==> src/pkg/ksc_consts.svh <==
`ifndef KSC_CONSTS_SVH
`define KSC_CONSTS_SVH

`define KSC_FRAME_BITS 4'h8
`define KSC_CNT_SAT 4'hF
`define KSC_OP_PRESC 3'b010
`define KSC_OP_CHAN 7'b1110000
`define KSC_OP_BPF 2'b00
`define KSC_OP_GAIN 2'b10
`define KSC_OP_TAU 3'b110
`define KSC_OP_ADV 8'h71
`define KSC_PRESC_RST 4'h0
`define KSC_PRESC_MAX 4'h8
`define KSC_HIZ_RST 1'b0
`define KSC_CHAN_RST 1'b0
`define KSC_BPF_RST 6'h00
`define KSC_GAIN_RST 6'h00
`define KSC_TAU_RST 5'h00
`define KSC_FS_KHZ 200
`define KSC_ADC_MID 11'h200
`define KSC_GAIN_LO_Q8 16'h001C
`define KSC_GAIN_SPAN_Q8 16'h01E4
`define KSC_GAIN_STEPS 16'h003F
`define KSC_ACC_MAX 16'hFFFF

`endif

==> src/pkg/ksc_pkg.sv <==
package ksc_pkg;
   typedef enum logic [1:0] {
      KSC_ST_IDLE = 2'b01,
      KSC_ST_FRAME = 2'b10
   } ksc_state_t;
   typedef logic [3:0] ksc_presc_t;
   typedef logic [5:0] ksc_code6_t;
   typedef logic [4:0] ksc_tau_t;
   typedef logic [9:0] ksc_sample_t;
endpackage

==> src/rtl/ksc_top.sv <==
// Notes on behaviour
// - Chip select high: ignore clock, data; SDO off.
// - Shift SDI on SCLK falls, MSB first.
// - Frame holds exactly eight bits.
// - Wrong bit count: discard, keep settings.
// - Latch after eighth fall and select rise.
// - Integrate input high: frames ignored.
// - Prescaler high-impedance bit forces SDO off.
// - Integrate input defaults to hold.
// - Chip select active low, defaults inactive.
// - Clear integrator at each window start.
// - Integrate only while integrate is held.
// - Sixty-four gain settings, 0.111 to 2.0.
// - Band-pass gain two, 64 centre settings.
// - Sample selected channel, 10 bits, 200 kHz.
// - Divide oscillator input for sampling rate.
// - Serial setting picks one of two channels.
// - Integrator result drives 10-bit output converter.
// - Test input low selects test mode.
// - After power-up SDO echoes SDI.
// - Byte 010 sets prescaler and SDO state.
// - Bytes 00 and 10 load centre, gain.
`timescale 1ns/1ps
`default_nettype none
`include "ksc_consts.svh"
module ksc_top (
   // Clock and reset
   input wire logic clock,
   input wire logic rst_n,
   // Serial port
   input wire logic cs_n,
   input wire logic sclk,
   input wire logic sdi,
   output logic sdo_o,
   output logic sdo_oe,
   // Control pins
   input wire logic int_hold,
   input wire logic test_n,
   input wire logic oscillator_input,
   // Sample path
   input wire ksc_pkg::ksc_sample_t adc_sample,
   output logic sample_stb,
   output logic chan_sel,
   output ksc_pkg::ksc_code6_t bpf_centre,
   output ksc_pkg::ksc_code6_t gain_code,
   output ksc_pkg::ksc_tau_t tau_code,
   output ksc_pkg::ksc_presc_t presc_code,
   output logic [15:0] integ_out,
   output ksc_pkg::ksc_sample_t dac_code,
   // Status
   output logic adv_mode,
   output logic test_mode
);
   import ksc_pkg::*;

   logic rst_s1_r;
   logic rst_sync_n;
   logic cs_n_r;
   logic cs_n_d_r;
   logic sclk_r;
   logic sclk_d_r;
   logic sdi_r;
   logic hold_n_r;
   logic hold_n_d_r;
   logic hiz_r;
   logic adv_r;
   logic [7:0] shift_r;
   logic [7:0] resp_r;
   logic [7:0] last_byte_r;
   logic [3:0] bit_cnt_r;
   ksc_state_t state_r;
   ksc_state_t state_nxt;
   logic cs_fall;
   logic cs_rise;
   logic sclk_fall;
   logic frame_ok;
   logic win_start;
   ksc_sample_t samp_r;
   logic samp_vld_r;
   logic [9:0] rect_r;
   logic rect_vld_r;
   logic [12:0] bp_r;
   logic bp_vld_r;
   logic [15:0] acc_r;
   logic [15:0] gain_q8;
   logic [10:0] centred;
   logic [25:0] gained;
   logic [16:0] acc_sum;

   // Reset release goes through two stages so that every flop leaves reset together.
   always_ff @(posedge clock or negedge rst_n) begin
      if (!rst_n) begin
         rst_s1_r <= 1'b0;
         rst_sync_n <= 1'b0;
      end else begin
         rst_s1_r <= 1'b1;
         rst_sync_n <= rst_s1_r;
      end
   end

   // Pins are sampled once; reset values stand in for the internal pull resistors.
   always_ff @(posedge clock or negedge rst_sync_n) begin
      if (!rst_sync_n) begin
         cs_n_r <= 1'b1;
         cs_n_d_r <= 1'b1;
         sclk_r <= 1'b0;
         sclk_d_r <= 1'b0;
         sdi_r <= 1'b1;
         hold_n_r <= 1'b0;
         hold_n_d_r <= 1'b0;
         test_mode <= 1'b0;
      end else begin
         cs_n_r <= cs_n;
         cs_n_d_r <= cs_n_r;
         sclk_r <= sclk;
         sclk_d_r <= sclk_r;
         sdi_r <= sdi;
         hold_n_r <= int_hold;
         hold_n_d_r <= hold_n_r;
         test_mode <= ~test_n;
      end
   end

   assign cs_fall = cs_n_d_r & ~cs_n_r;
   assign cs_rise = ~cs_n_d_r & cs_n_r;
   // Edges count only inside a frame; the host starts with the clock low.
   assign sclk_fall = sclk_d_r & ~sclk_r & (state_r == KSC_ST_FRAME);
   assign frame_ok = cs_rise & (state_r == KSC_ST_FRAME) & (bit_cnt_r == `KSC_FRAME_BITS) &
                     ~hold_n_r;
   assign win_start = hold_n_r & ~hold_n_d_r;

   always_comb begin
      state_nxt = state_r;
      unique case (state_r)
         KSC_ST_IDLE: begin
            if (cs_fall) begin
               state_nxt = KSC_ST_FRAME;
            end
         end
         KSC_ST_FRAME: begin
            if (cs_rise) begin
               state_nxt = KSC_ST_IDLE;
            end
         end
         default: state_nxt = KSC_ST_IDLE;
      endcase
   end

   always_ff @(posedge clock or negedge rst_sync_n) begin
      if (!rst_sync_n) begin
         state_r <= KSC_ST_IDLE;
      end else begin
         state_r <= state_nxt;
      end
   end

   // The counter saturates so that long frames can never wrap back to eight.
   always_ff @(posedge clock or negedge rst_sync_n) begin
      if (!rst_sync_n) begin
         bit_cnt_r <= 4'h0;
         shift_r <= 8'h00;
      end else if (cs_fall) begin
         bit_cnt_r <= 4'h0;
      end else if (sclk_fall) begin
         shift_r <= {shift_r[6:0], sdi_r};
         if (bit_cnt_r != `KSC_CNT_SAT) begin
            bit_cnt_r <= bit_cnt_r + 4'h1;
         end
      end
   end

   // Command decode happens only on an accepted frame.
   always_ff @(posedge clock or negedge rst_sync_n) begin
      if (!rst_sync_n) begin
         presc_code <= `KSC_PRESC_RST;
         hiz_r <= `KSC_HIZ_RST;
         chan_sel <= `KSC_CHAN_RST;
         bpf_centre <= `KSC_BPF_RST;
         gain_code <= `KSC_GAIN_RST;
         tau_code <= `KSC_TAU_RST;
         adv_r <= 1'b0;
         last_byte_r <= 8'h00;
      end else if (frame_ok) begin
         last_byte_r <= shift_r;
         if (shift_r == `KSC_OP_ADV) begin
            adv_r <= 1'b1;
         end else if (shift_r[7:1] == `KSC_OP_CHAN) begin
            chan_sel <= shift_r[0];
         end else if (shift_r[7:6] == `KSC_OP_BPF) begin
            bpf_centre <= shift_r[5:0];
         end else if (shift_r[7:6] == `KSC_OP_GAIN) begin
            gain_code <= shift_r[5:0];
         end else if (shift_r[7:5] == `KSC_OP_TAU) begin
            tau_code <= shift_r[4:0];
         end else if (shift_r[7:5] == `KSC_OP_PRESC) begin
            presc_code <= shift_r[4:1];
            hiz_r <= shift_r[0];
         end
      end
   end

   // Advanced mode sends back the previous byte; its other features are not built.
   always_ff @(posedge clock or negedge rst_sync_n) begin
      if (!rst_sync_n) begin
         resp_r <= 8'h00;
      end else if (cs_fall) begin
         resp_r <= last_byte_r;
      end else if (sclk_fall) begin
         resp_r <= {resp_r[6:0], 1'b0};
      end
   end

   always_ff @(posedge clock or negedge rst_sync_n) begin
      if (!rst_sync_n) begin
         sdo_o <= 1'b0;
         sdo_oe <= 1'b0;
      end else begin
         sdo_o <= adv_r ? resp_r[7] : sdi;
         sdo_oe <= ~cs_n & ~hiz_r;
      end
   end

   assign adv_mode = adv_r;

   ksc_prescaler u_presc (
      .clock(clock),
      .rst_sync_n(rst_sync_n),
      .oscillator_input(oscillator_input),
      .presc_code(presc_code),
      .sample_stb(sample_stb)
   );

   // Gain steps are linear in Q8; the analog stage owns the true curve.
   assign gain_q8 = `KSC_GAIN_LO_Q8 +
                    16'((16'(gain_code) * `KSC_GAIN_SPAN_Q8) / `KSC_GAIN_STEPS);
   assign centred = {1'b0, samp_r} - `KSC_ADC_MID;
   assign gained = 26'(rect_r) * 26'(gain_q8);
   assign acc_sum = {1'b0, acc_r} + 17'(bp_r / (13'(tau_code) + 13'h0001));

   always_ff @(posedge clock or negedge rst_sync_n) begin
      if (!rst_sync_n) begin
         samp_r <= 10'h000;
         samp_vld_r <= 1'b0;
         rect_r <= 10'h000;
         rect_vld_r <= 1'b0;
         bp_r <= 13'h0000;
         bp_vld_r <= 1'b0;
      end else begin
         samp_vld_r <= sample_stb;
         if (sample_stb) begin
            samp_r <= adc_sample;
         end
         rect_vld_r <= samp_vld_r;
         if (samp_vld_r) begin
            rect_r <= centred[10] ? 10'(-centred) : centred[9:0];
         end
         bp_vld_r <= rect_vld_r;
         if (rect_vld_r) begin
            bp_r <= {gained[19:8], 1'b0};
         end
      end
   end

   // The accumulator clamps instead of wrapping, like the analog integrator.
   always_ff @(posedge clock or negedge rst_sync_n) begin
      if (!rst_sync_n) begin
         acc_r <= 16'h0000;
      end else if (win_start) begin
         acc_r <= 16'h0000;
      end else if (hold_n_r && bp_vld_r) begin
         acc_r <= acc_sum[16] ? `KSC_ACC_MAX : acc_sum[15:0];
      end
   end

   always_ff @(posedge clock or negedge rst_sync_n) begin
      if (!rst_sync_n) begin
         dac_code <= 10'h000;
         integ_out <= 16'h0000;
      end else begin
         dac_code <= acc_r[15:6];
         integ_out <= acc_r;
      end
   end

   property p_cs_off;
      @(posedge clock) disable iff (!rst_sync_n) cs_n |=> !sdo_oe;
   endproperty
   a_cs_off: assert property (p_cs_off) else $error("SDO driven while deselected");

   property p_hiz;
      @(posedge clock) disable iff (!rst_sync_n) hiz_r |=> !sdo_oe;
   endproperty
   a_hiz: assert property (p_hiz) else $error("SDO driven in high impedance");

   property p_shift;
      @(posedge clock) disable iff (!rst_sync_n)
         sclk_fall && !cs_fall |=> shift_r == {$past(shift_r[6:0]), $past(sdi_r)};
   endproperty
   a_shift: assert property (p_shift) else $error("Shift register missed a bit");

   property p_bad_count;
      @(posedge clock) disable iff (!rst_sync_n)
         cs_rise && bit_cnt_r != `KSC_FRAME_BITS |=>
            $stable(gain_code) && $stable(bpf_centre) && $stable(tau_code) && $stable(presc_code);
   endproperty
   a_bad_count: assert property (p_bad_count) else $error("Bad frame took effect");

   property p_latch_when;
      @(posedge clock) disable iff (!rst_sync_n)
         !$stable(gain_code) |-> $past(cs_rise) && $past(bit_cnt_r) == `KSC_FRAME_BITS;
   endproperty
   a_latch_when: assert property (p_latch_when) else $error("Latched off frame end");

   property p_integ_ignore;
      @(posedge clock) disable iff (!rst_sync_n)
         cs_rise && hold_n_r |=> $stable(chan_sel) && $stable(gain_code) && $stable(adv_r);
   endproperty
   a_integ_ignore: assert property (p_integ_ignore) else $error("Frame not ignored");

   property p_clear;
      @(posedge clock) disable iff (!rst_sync_n)
         win_start |=> acc_r == 16'h0000 ##1 dac_code == 10'h000;
   endproperty
   a_clear: assert property (p_clear) else $error("Integrator not cleared at window");

   property p_hold_keep;
      @(posedge clock) disable iff (!rst_sync_n) !hold_n_r && !win_start |=> $stable(acc_r);
   endproperty
   a_hold_keep: assert property (p_hold_keep) else $error("Integrator moved in hold");

   property p_echo;
      @(posedge clock) disable iff (!rst_sync_n) rst_sync_n && !adv_r |=> sdo_o == $past(sdi);
   endproperty
   a_echo: assert property (p_echo) else $error("SDO does not echo SDI");

   property p_test;
      @(posedge clock) disable iff (!rst_sync_n) ##1 test_mode == !$past(test_n);
   endproperty
   a_test: assert property (p_test) else $error("Test mode not following pin");
endmodule
`default_nettype wire

==> src/rtl/ksc_prescaler.sv <==
`timescale 1ns/1ps
`default_nettype none
`include "ksc_consts.svh"
module ksc_prescaler (
   // Clock and reset
   input wire logic clock,
   input wire logic rst_sync_n,
   // Oscillator and setting
   input wire logic oscillator_input,
   input wire ksc_pkg::ksc_presc_t presc_code,
   // Converter timing
   output logic sample_stb
);
   import ksc_pkg::*;

   // Codes above the table fall back to the lowest input rate.
   function automatic logic [7:0] div_of(input ksc_presc_t code);
      int mhz;
      mhz = 4;
      unique case (code)
         4'h0: mhz = 4;
         4'h1: mhz = 5;
         4'h2: mhz = 6;
         4'h3: mhz = 8;
         4'h4: mhz = 10;
         4'h5: mhz = 12;
         4'h6: mhz = 16;
         4'h7: mhz = 20;
         4'h8: mhz = 24;
         default: mhz = 4;
      endcase
      div_of = 8'((mhz * 1000) / `KSC_FS_KHZ);
   endfunction

   logic osc_r;
   logic osc_d_r;
   logic [7:0] div_cnt_r;
   logic osc_rise;

   assign osc_rise = osc_r & ~osc_d_r;

   always_ff @(posedge clock or negedge rst_sync_n) begin
      if (!rst_sync_n) begin
         osc_r <= 1'b0;
         osc_d_r <= 1'b0;
      end else begin
         osc_r <= oscillator_input;
         osc_d_r <= osc_r;
      end
   end

   always_ff @(posedge clock or negedge rst_sync_n) begin
      if (!rst_sync_n) begin
         div_cnt_r <= 8'h00;
         sample_stb <= 1'b0;
      end else begin
         sample_stb <= 1'b0;
         if (osc_rise) begin
            if (div_cnt_r >= div_of(presc_code) - 8'h01) begin
               div_cnt_r <= 8'h00;
               sample_stb <= 1'b1;
            end else begin
               div_cnt_r <= div_cnt_r + 8'h01;
            end
         end
      end
   end
endmodule
`default_nettype wire

==> config.mk <==
export PLATFORM = sky130hd
export DESIGN_NAME = ksc_top
export DESIGN_NICKNAME = d
export VERILOG_FILES = /design/src/pkg/ksc_pkg.sv /design/src/rtl/ksc_top.sv /design/src/rtl/ksc_prescaler.sv
export VERILOG_INCLUDE_DIRS = /design/src /design/src/pkg
export SDC_FILE = /design/constraint.sdc
export NUM_CORES = 1
export LEC_CHECK = 0
export BUFFER_PORTS_ARGS = -buffer_cell sky130_fd_sc_hd__buf_2
export CAP_MARGIN = 15
export CELL_PAD_IN_SITES_DETAIL_PLACEMENT = 0
export CELL_PAD_IN_SITES_GLOBAL_PLACEMENT = 1
export CORE_AREA = 2 2 193 233
export CTS_CLUSTER_DIAMETER = 40
export DETAILED_ROUTE_END_ITERATION = 7
export DIE_AREA = 0 0 195 235
export PLACE_DENSITY = 0.95
export SETUP_SLACK_MARGIN = 0.2
export SYNTH_ARGS = -nofsm -noshare
export SYNTH_HDL_FRONTEND = slang
export SYNTH_HIERARCHICAL = 1
export SYNTH_SLANG_ARGS = --single-unit
==> constraint.sdc <==
create_clock -name clock -period 6.4 [get_ports clock]
set_input_delay 0.32 -clock clock [delete_from_list [all_inputs] [get_ports clock]]
set_output_delay 0.32 -clock clock [all_outputs]
set_load 0.1 [all_outputs]
==> reports/results.txt, run 1 <==
Area leader, netlist - dfrtp_1
Die Ht - 235 um
Stage reached - global routing
Cell count after synthesis - 2811
I/O pin count - 71
CTS Sinks - 144
Chip width - 195 um
CTS buffer count - 17
GRT Util Overall - 68.5%
Congestion Overflow GR - 128
Synth Flop Type - dfrtp_1
Routability congestion estimate - 1.02
Tool error - [ERROR GRT-0232] Routing congestion too high. Check the congestion heatmap in the GUI.
Ys Warns - 6
Synth top cells by count - nand2_1, ha_1, nor2_1, inv_1, o21ai_0
Cell area after synthesis - 23300 um2
Avg Inst Size Synth - 8.30 um2
FFs w/ async S/R, synth - 100%
IO Port Bufs - 70
Outcome - aborted with a tool error
Unique masters post-synth - 155
Most frequent cell after synthesis - nand2_1
Post-synthesis sequential area ratio - 15.5%
Placed cell count - 4259
Hpwl dp - 63.0 mm
Worst endpoint, post-GRT repair - acc_r[6]$_DFFE_PN0P_/D
Site Rows - 84
Largest cells by area after synthesis - dfrtp_1, ha_1, fa_1
H-tree levels - 4
Initial Utilization - 53.6%
Cell Area, Placed - 31500 um2
Root buf cell - clkbuf_16
Largest net degree at the start of global routing - 73
Area share of the largest cell type after synthesis - 15.0%
Max Buffers Root-to-Sink - 2
Seq cells post-synth - 144
Worst endpoint type - register input
EDFF count, synth - 0
==> what timing repair did <==
item,CTS
setup buffers,239
cloned,1
hold buffers,7
endpoints found under the hold margin,9
endpoints found under the setup margin,37
pin swaps,202
gates resized for setup,259
==> kinds of logic after synthesis <==
family	after synthesis	share of synthesized area, %
compound gates	822	26.4
xor+xnor	129	4.87
fa+ha+maj	321	20.0
buf+inv	282	5.41
flops	144	15.5
mux	119	5.76
other cells	2	0.0322
simple gates	992	22.1
==> through the flow <==
stage               setup TNS, ps  hold slack [ps]  worst slack, ps
floorplan                 -552250             24.4           -26360
global placement          -516580              105           -24230
detailed placement        -550930              110           -25910
CTS                       -524510             73.4           -24700
==> per-layer routing <==
layer / GRT usage [%] / overflow
met3: 53.3 / 3
met2: 87.5 / 72
met5: 33.7 / 0
met4: 69.0 / 47
met1: 64.9 / 6
==> run 2: changes to the inputs <==
--- a/config.mk
+++ b/config.mk
@@ -8,14 +8,10 @@
 export LEC_CHECK = 0
 export BUFFER_PORTS_ARGS = -buffer_cell sky130_fd_sc_hd__buf_2
 export CAP_MARGIN = 15
-export CELL_PAD_IN_SITES_DETAIL_PLACEMENT = 0
-export CELL_PAD_IN_SITES_GLOBAL_PLACEMENT = 1
-export CORE_AREA = 2 2 193 233
-export CTS_CLUSTER_DIAMETER = 40
+export CORE_AREA = 2 2 245 247
 export DETAILED_ROUTE_END_ITERATION = 7
-export DIE_AREA = 0 0 195 235
-export PLACE_DENSITY = 0.95
-export SETUP_SLACK_MARGIN = 0.2
+export DIE_AREA = 0 0 247 249
+export PLACE_DENSITY_LB_ADDON = 0.15
 export SYNTH_ARGS = -nofsm -noshare
 export SYNTH_HDL_FRONTEND = slang
 export SYNTH_HIERARCHICAL = 1
==> reports/results.txt, run 2 <==
Outcome - finished with violations
Violated checks - negative setup slack
GRT Util Overall - 25.6%
Final worst path period share - 487%
CTS Sinks - 144 (unchanged)
Ys Warns - 6 (unchanged)
FFs w/ async S/R, synth - 100% (unchanged)
Crit. End Element - register
Unique masters post-synth - 155 (unchanged)
Slowest cell on the critical path - or4b_4
CP Data Arrival Time - 31430 ps
Hpwl dp - 62.0 mm (-1.7%)
Fraction of layout cells with a size suffix above 1 - 48.7%
CP top delay family - compound AO/OA/AOI/OAI gates
R2R cell count - 188
Area share of the largest cell type after synthesis - 15.0% (unchanged)
Nets - 4380
Aggregate routed wire length - 81.2 mm
CP endpoint - acc_r[6]$_DFFE_PN0P_
I/O pin count - 71 (unchanged)
H-tree levels - 4 (unchanged)
Largest net degree at the start of global routing - 60
Area of the core - 58700 um2
Placed cell count - 4508 (+5.8%)
EDFF count, synth - 0 (unchanged)
Max FFs per register - 16
Via/cell ratio - 5.43
Non-Filler Instances - 4828
Clock transition at path regs - 60 ps
Synth top cells by count - nand2_1, ha_1, nor2_1, inv_1, o21ai_0
Commonest non-fill, non-tap cell in the layout - buf_4
Site Rows - 89 (+6.0%)
First-pass GRT wire length - 132 mm
Max Buffers Root-to-Sink - 2 (unchanged)
Synth Flop Type - dfrtp_1
Crit start category - register
Avg Inst Size Synth - 8.30 um2 (unchanged)
Final setup fails - 37
Most frequent cell after synthesis - nand2_1
Slew headroom - 28.5%
Worst path bufs/invs - 30
Cell count after synthesis - 2811 (unchanged)
Post-synthesis sequential area ratio - 15.5% (unchanged)
Capturing point of the worst reg2reg path - acc_r[6]$_DFFE_PN0P_
Initial antenna violation count - 0
FF-to-FF Start - tau_code[1]$_DFFE_PN0P_
Area delta synth->final - 58.9%
Crit-path max FO - 7
CP required - 6680 ps
Largest cells by area after synthesis - dfrtp_1, ha_1, fa_1
Period minus WS final - 31150 ps
Routability congestion estimate - 0.901 (-12%)
Largest regs - acc_r (16), bp_r (12)
# Max-Cap Violations - 0
Critical path depth - 188
Setup Skew - 11.3 ps
Area leader, netlist - dfrtp_1
DRC violations left - 0
Congestion Overflow GR - 0
# diodes - 0
WHS Path Cells - 1
CTS tree - built
Reg2Reg Setup Slack - -24750 ps
Die Ht - 249 um (+6.0%)
Hold Crit Class - input port to register
Post-route ant nets - 0
Fin Setup TNS - -524830 ps
Drt wl/cell - 16.8 um
Slew Viols, Final - 0
Worst setup margin - -24750 ps
Peak Freq - 32.1 MHz
Slew @ Worst Pin - 1070 ps
CTS buffer count - 17 (unchanged)
Seq cells post-synth - 144 (unchanged)
Chip width - 247 um (+27%)
Clock latency on the worst-skew pair - 440 ps
Initial DRC Count - 1249
Root buf cell - clkbuf_16
Cell area after synthesis - 23300 um2 (unchanged)
RSZ-0062 raised after global routing - true
Crit. Startpoint - tau_code[1]$_DFFE_PN0P_
Commonest cells after routing, fill and taps aside - buf_4, nand2_1, ha_1
Initial Utilization - 39.8% (-14 points)
Most flops, register - acc_r
Via count - 26.2k
DRT Pass-1 Iters - 5
Vias in the first global route - 26.9k
Critical path type - register to register
Fill cell count - 4922
IO Port Bufs - 70 (unchanged)
CP max stage delay - 520 ps
Die area - 61500 um2
Crit path top cell by count - o21a_1
Final hold violation count - 0
run 2: cell families (layout without fill, tap and decap cells):
logic type | Yosys count | count (layout) | share of synthesized area [%]
and+or+nand+nor | 992 | 992 | 22.1
AOI/OAI and AO/OA | 822 | 823 | 26.4
adders and majority gates | 321 | 321 | 20.0
buffers and inverters | 282 | 1522 | 5.41
DFF | 144 | 144 | 15.5
xor gates and xnor gates | 129 | 130 | 4.87
muxes | 119 | 119 | 5.76
other | 2 | 4 | 0.0322
run 2: worst min path at each step:
stage / from / end / slack (ps)
after floorplan: rst_n / rst_s1_r$_DFF_PN0_ / 20
after global placement: rst_n / rst_s1_r$_DFF_PN0_ / 110
after detailed placement: rst_n / rst_s1_r$_DFF_PN0_ / 110
after CTS: sdi / sdi_r$_DFF_PN1_ / 20
after global routing: sdi / sdi_r$_DFF_PN1_ / 10
final: sdi / sdi_r$_DFF_PN1_ / 40
run 2: layer usage:
layer	GRT usage, %	share of wire, %	vias up
met5	0	0	-
li1	-	-	12800
met2	45.7	50	518
met3	2.54	2.9	124
met4	6.09	2.3	0
met1	32.9	45	12800
run 2: repair_timing:
action                                  CTS  global route
buffers inserted                        190            99
hold buffers                              5             0
gates resized for setup                 225           223
hold endpoints to repair                  6             0
gates cloned                              1             1
endpoints found under the setup margin   37            37
pin swaps                               173           159
run 2: cell type report:
type                    instances  area, um2  share of cell area (%)
repair buffers               1306       9850                    26.6
multi-input cells            2389      21300                    57.6
well taps                     773        967                    2.61
flip-flops and latches        144       3630                    9.78
clock inverters                13        136                   0.368
inverters                     184        714                    1.93
clock buffers                  19        443                    1.19
run 2: through the flow:
stage / hold slack (ps) / instance area, um2 / worst slack [ps] / util [%]
5_1_grt: 13.9 / 37100 / -26420 / 63.2
2_1_floorplan: 24.4 / 24200 / -26360 / -
3_3_place_gp: 107 / 32100 / -24560 / 54.7
6_report: 39.8 / 37100 / -24750 / 63.2
3_5_place_dp: 107 / 32100 / -25710 / 54.7
4_1_cts: 15.3 / 35300 / -24500 / 60.1
run 2: worst register-to-register path, delay by kind of cell (launching register included):
family / cells / cell delay (ps)
buffers and inverters: 30 / 2970
AND/OR/NAND/NOR: 47 / 7670
XOR/XNOR: 2 / 230
multiplexers: 5 / 1440
flip-flops: 1 / 440
adder cells (fa/ha/maj): 19 / 4960
AO/OA/AOI/OAI: 85 / 13350
Power of run 2 is not shown: default switching activity piles up to over one toggle a cycle in this logic, so the estimate is an artifact.
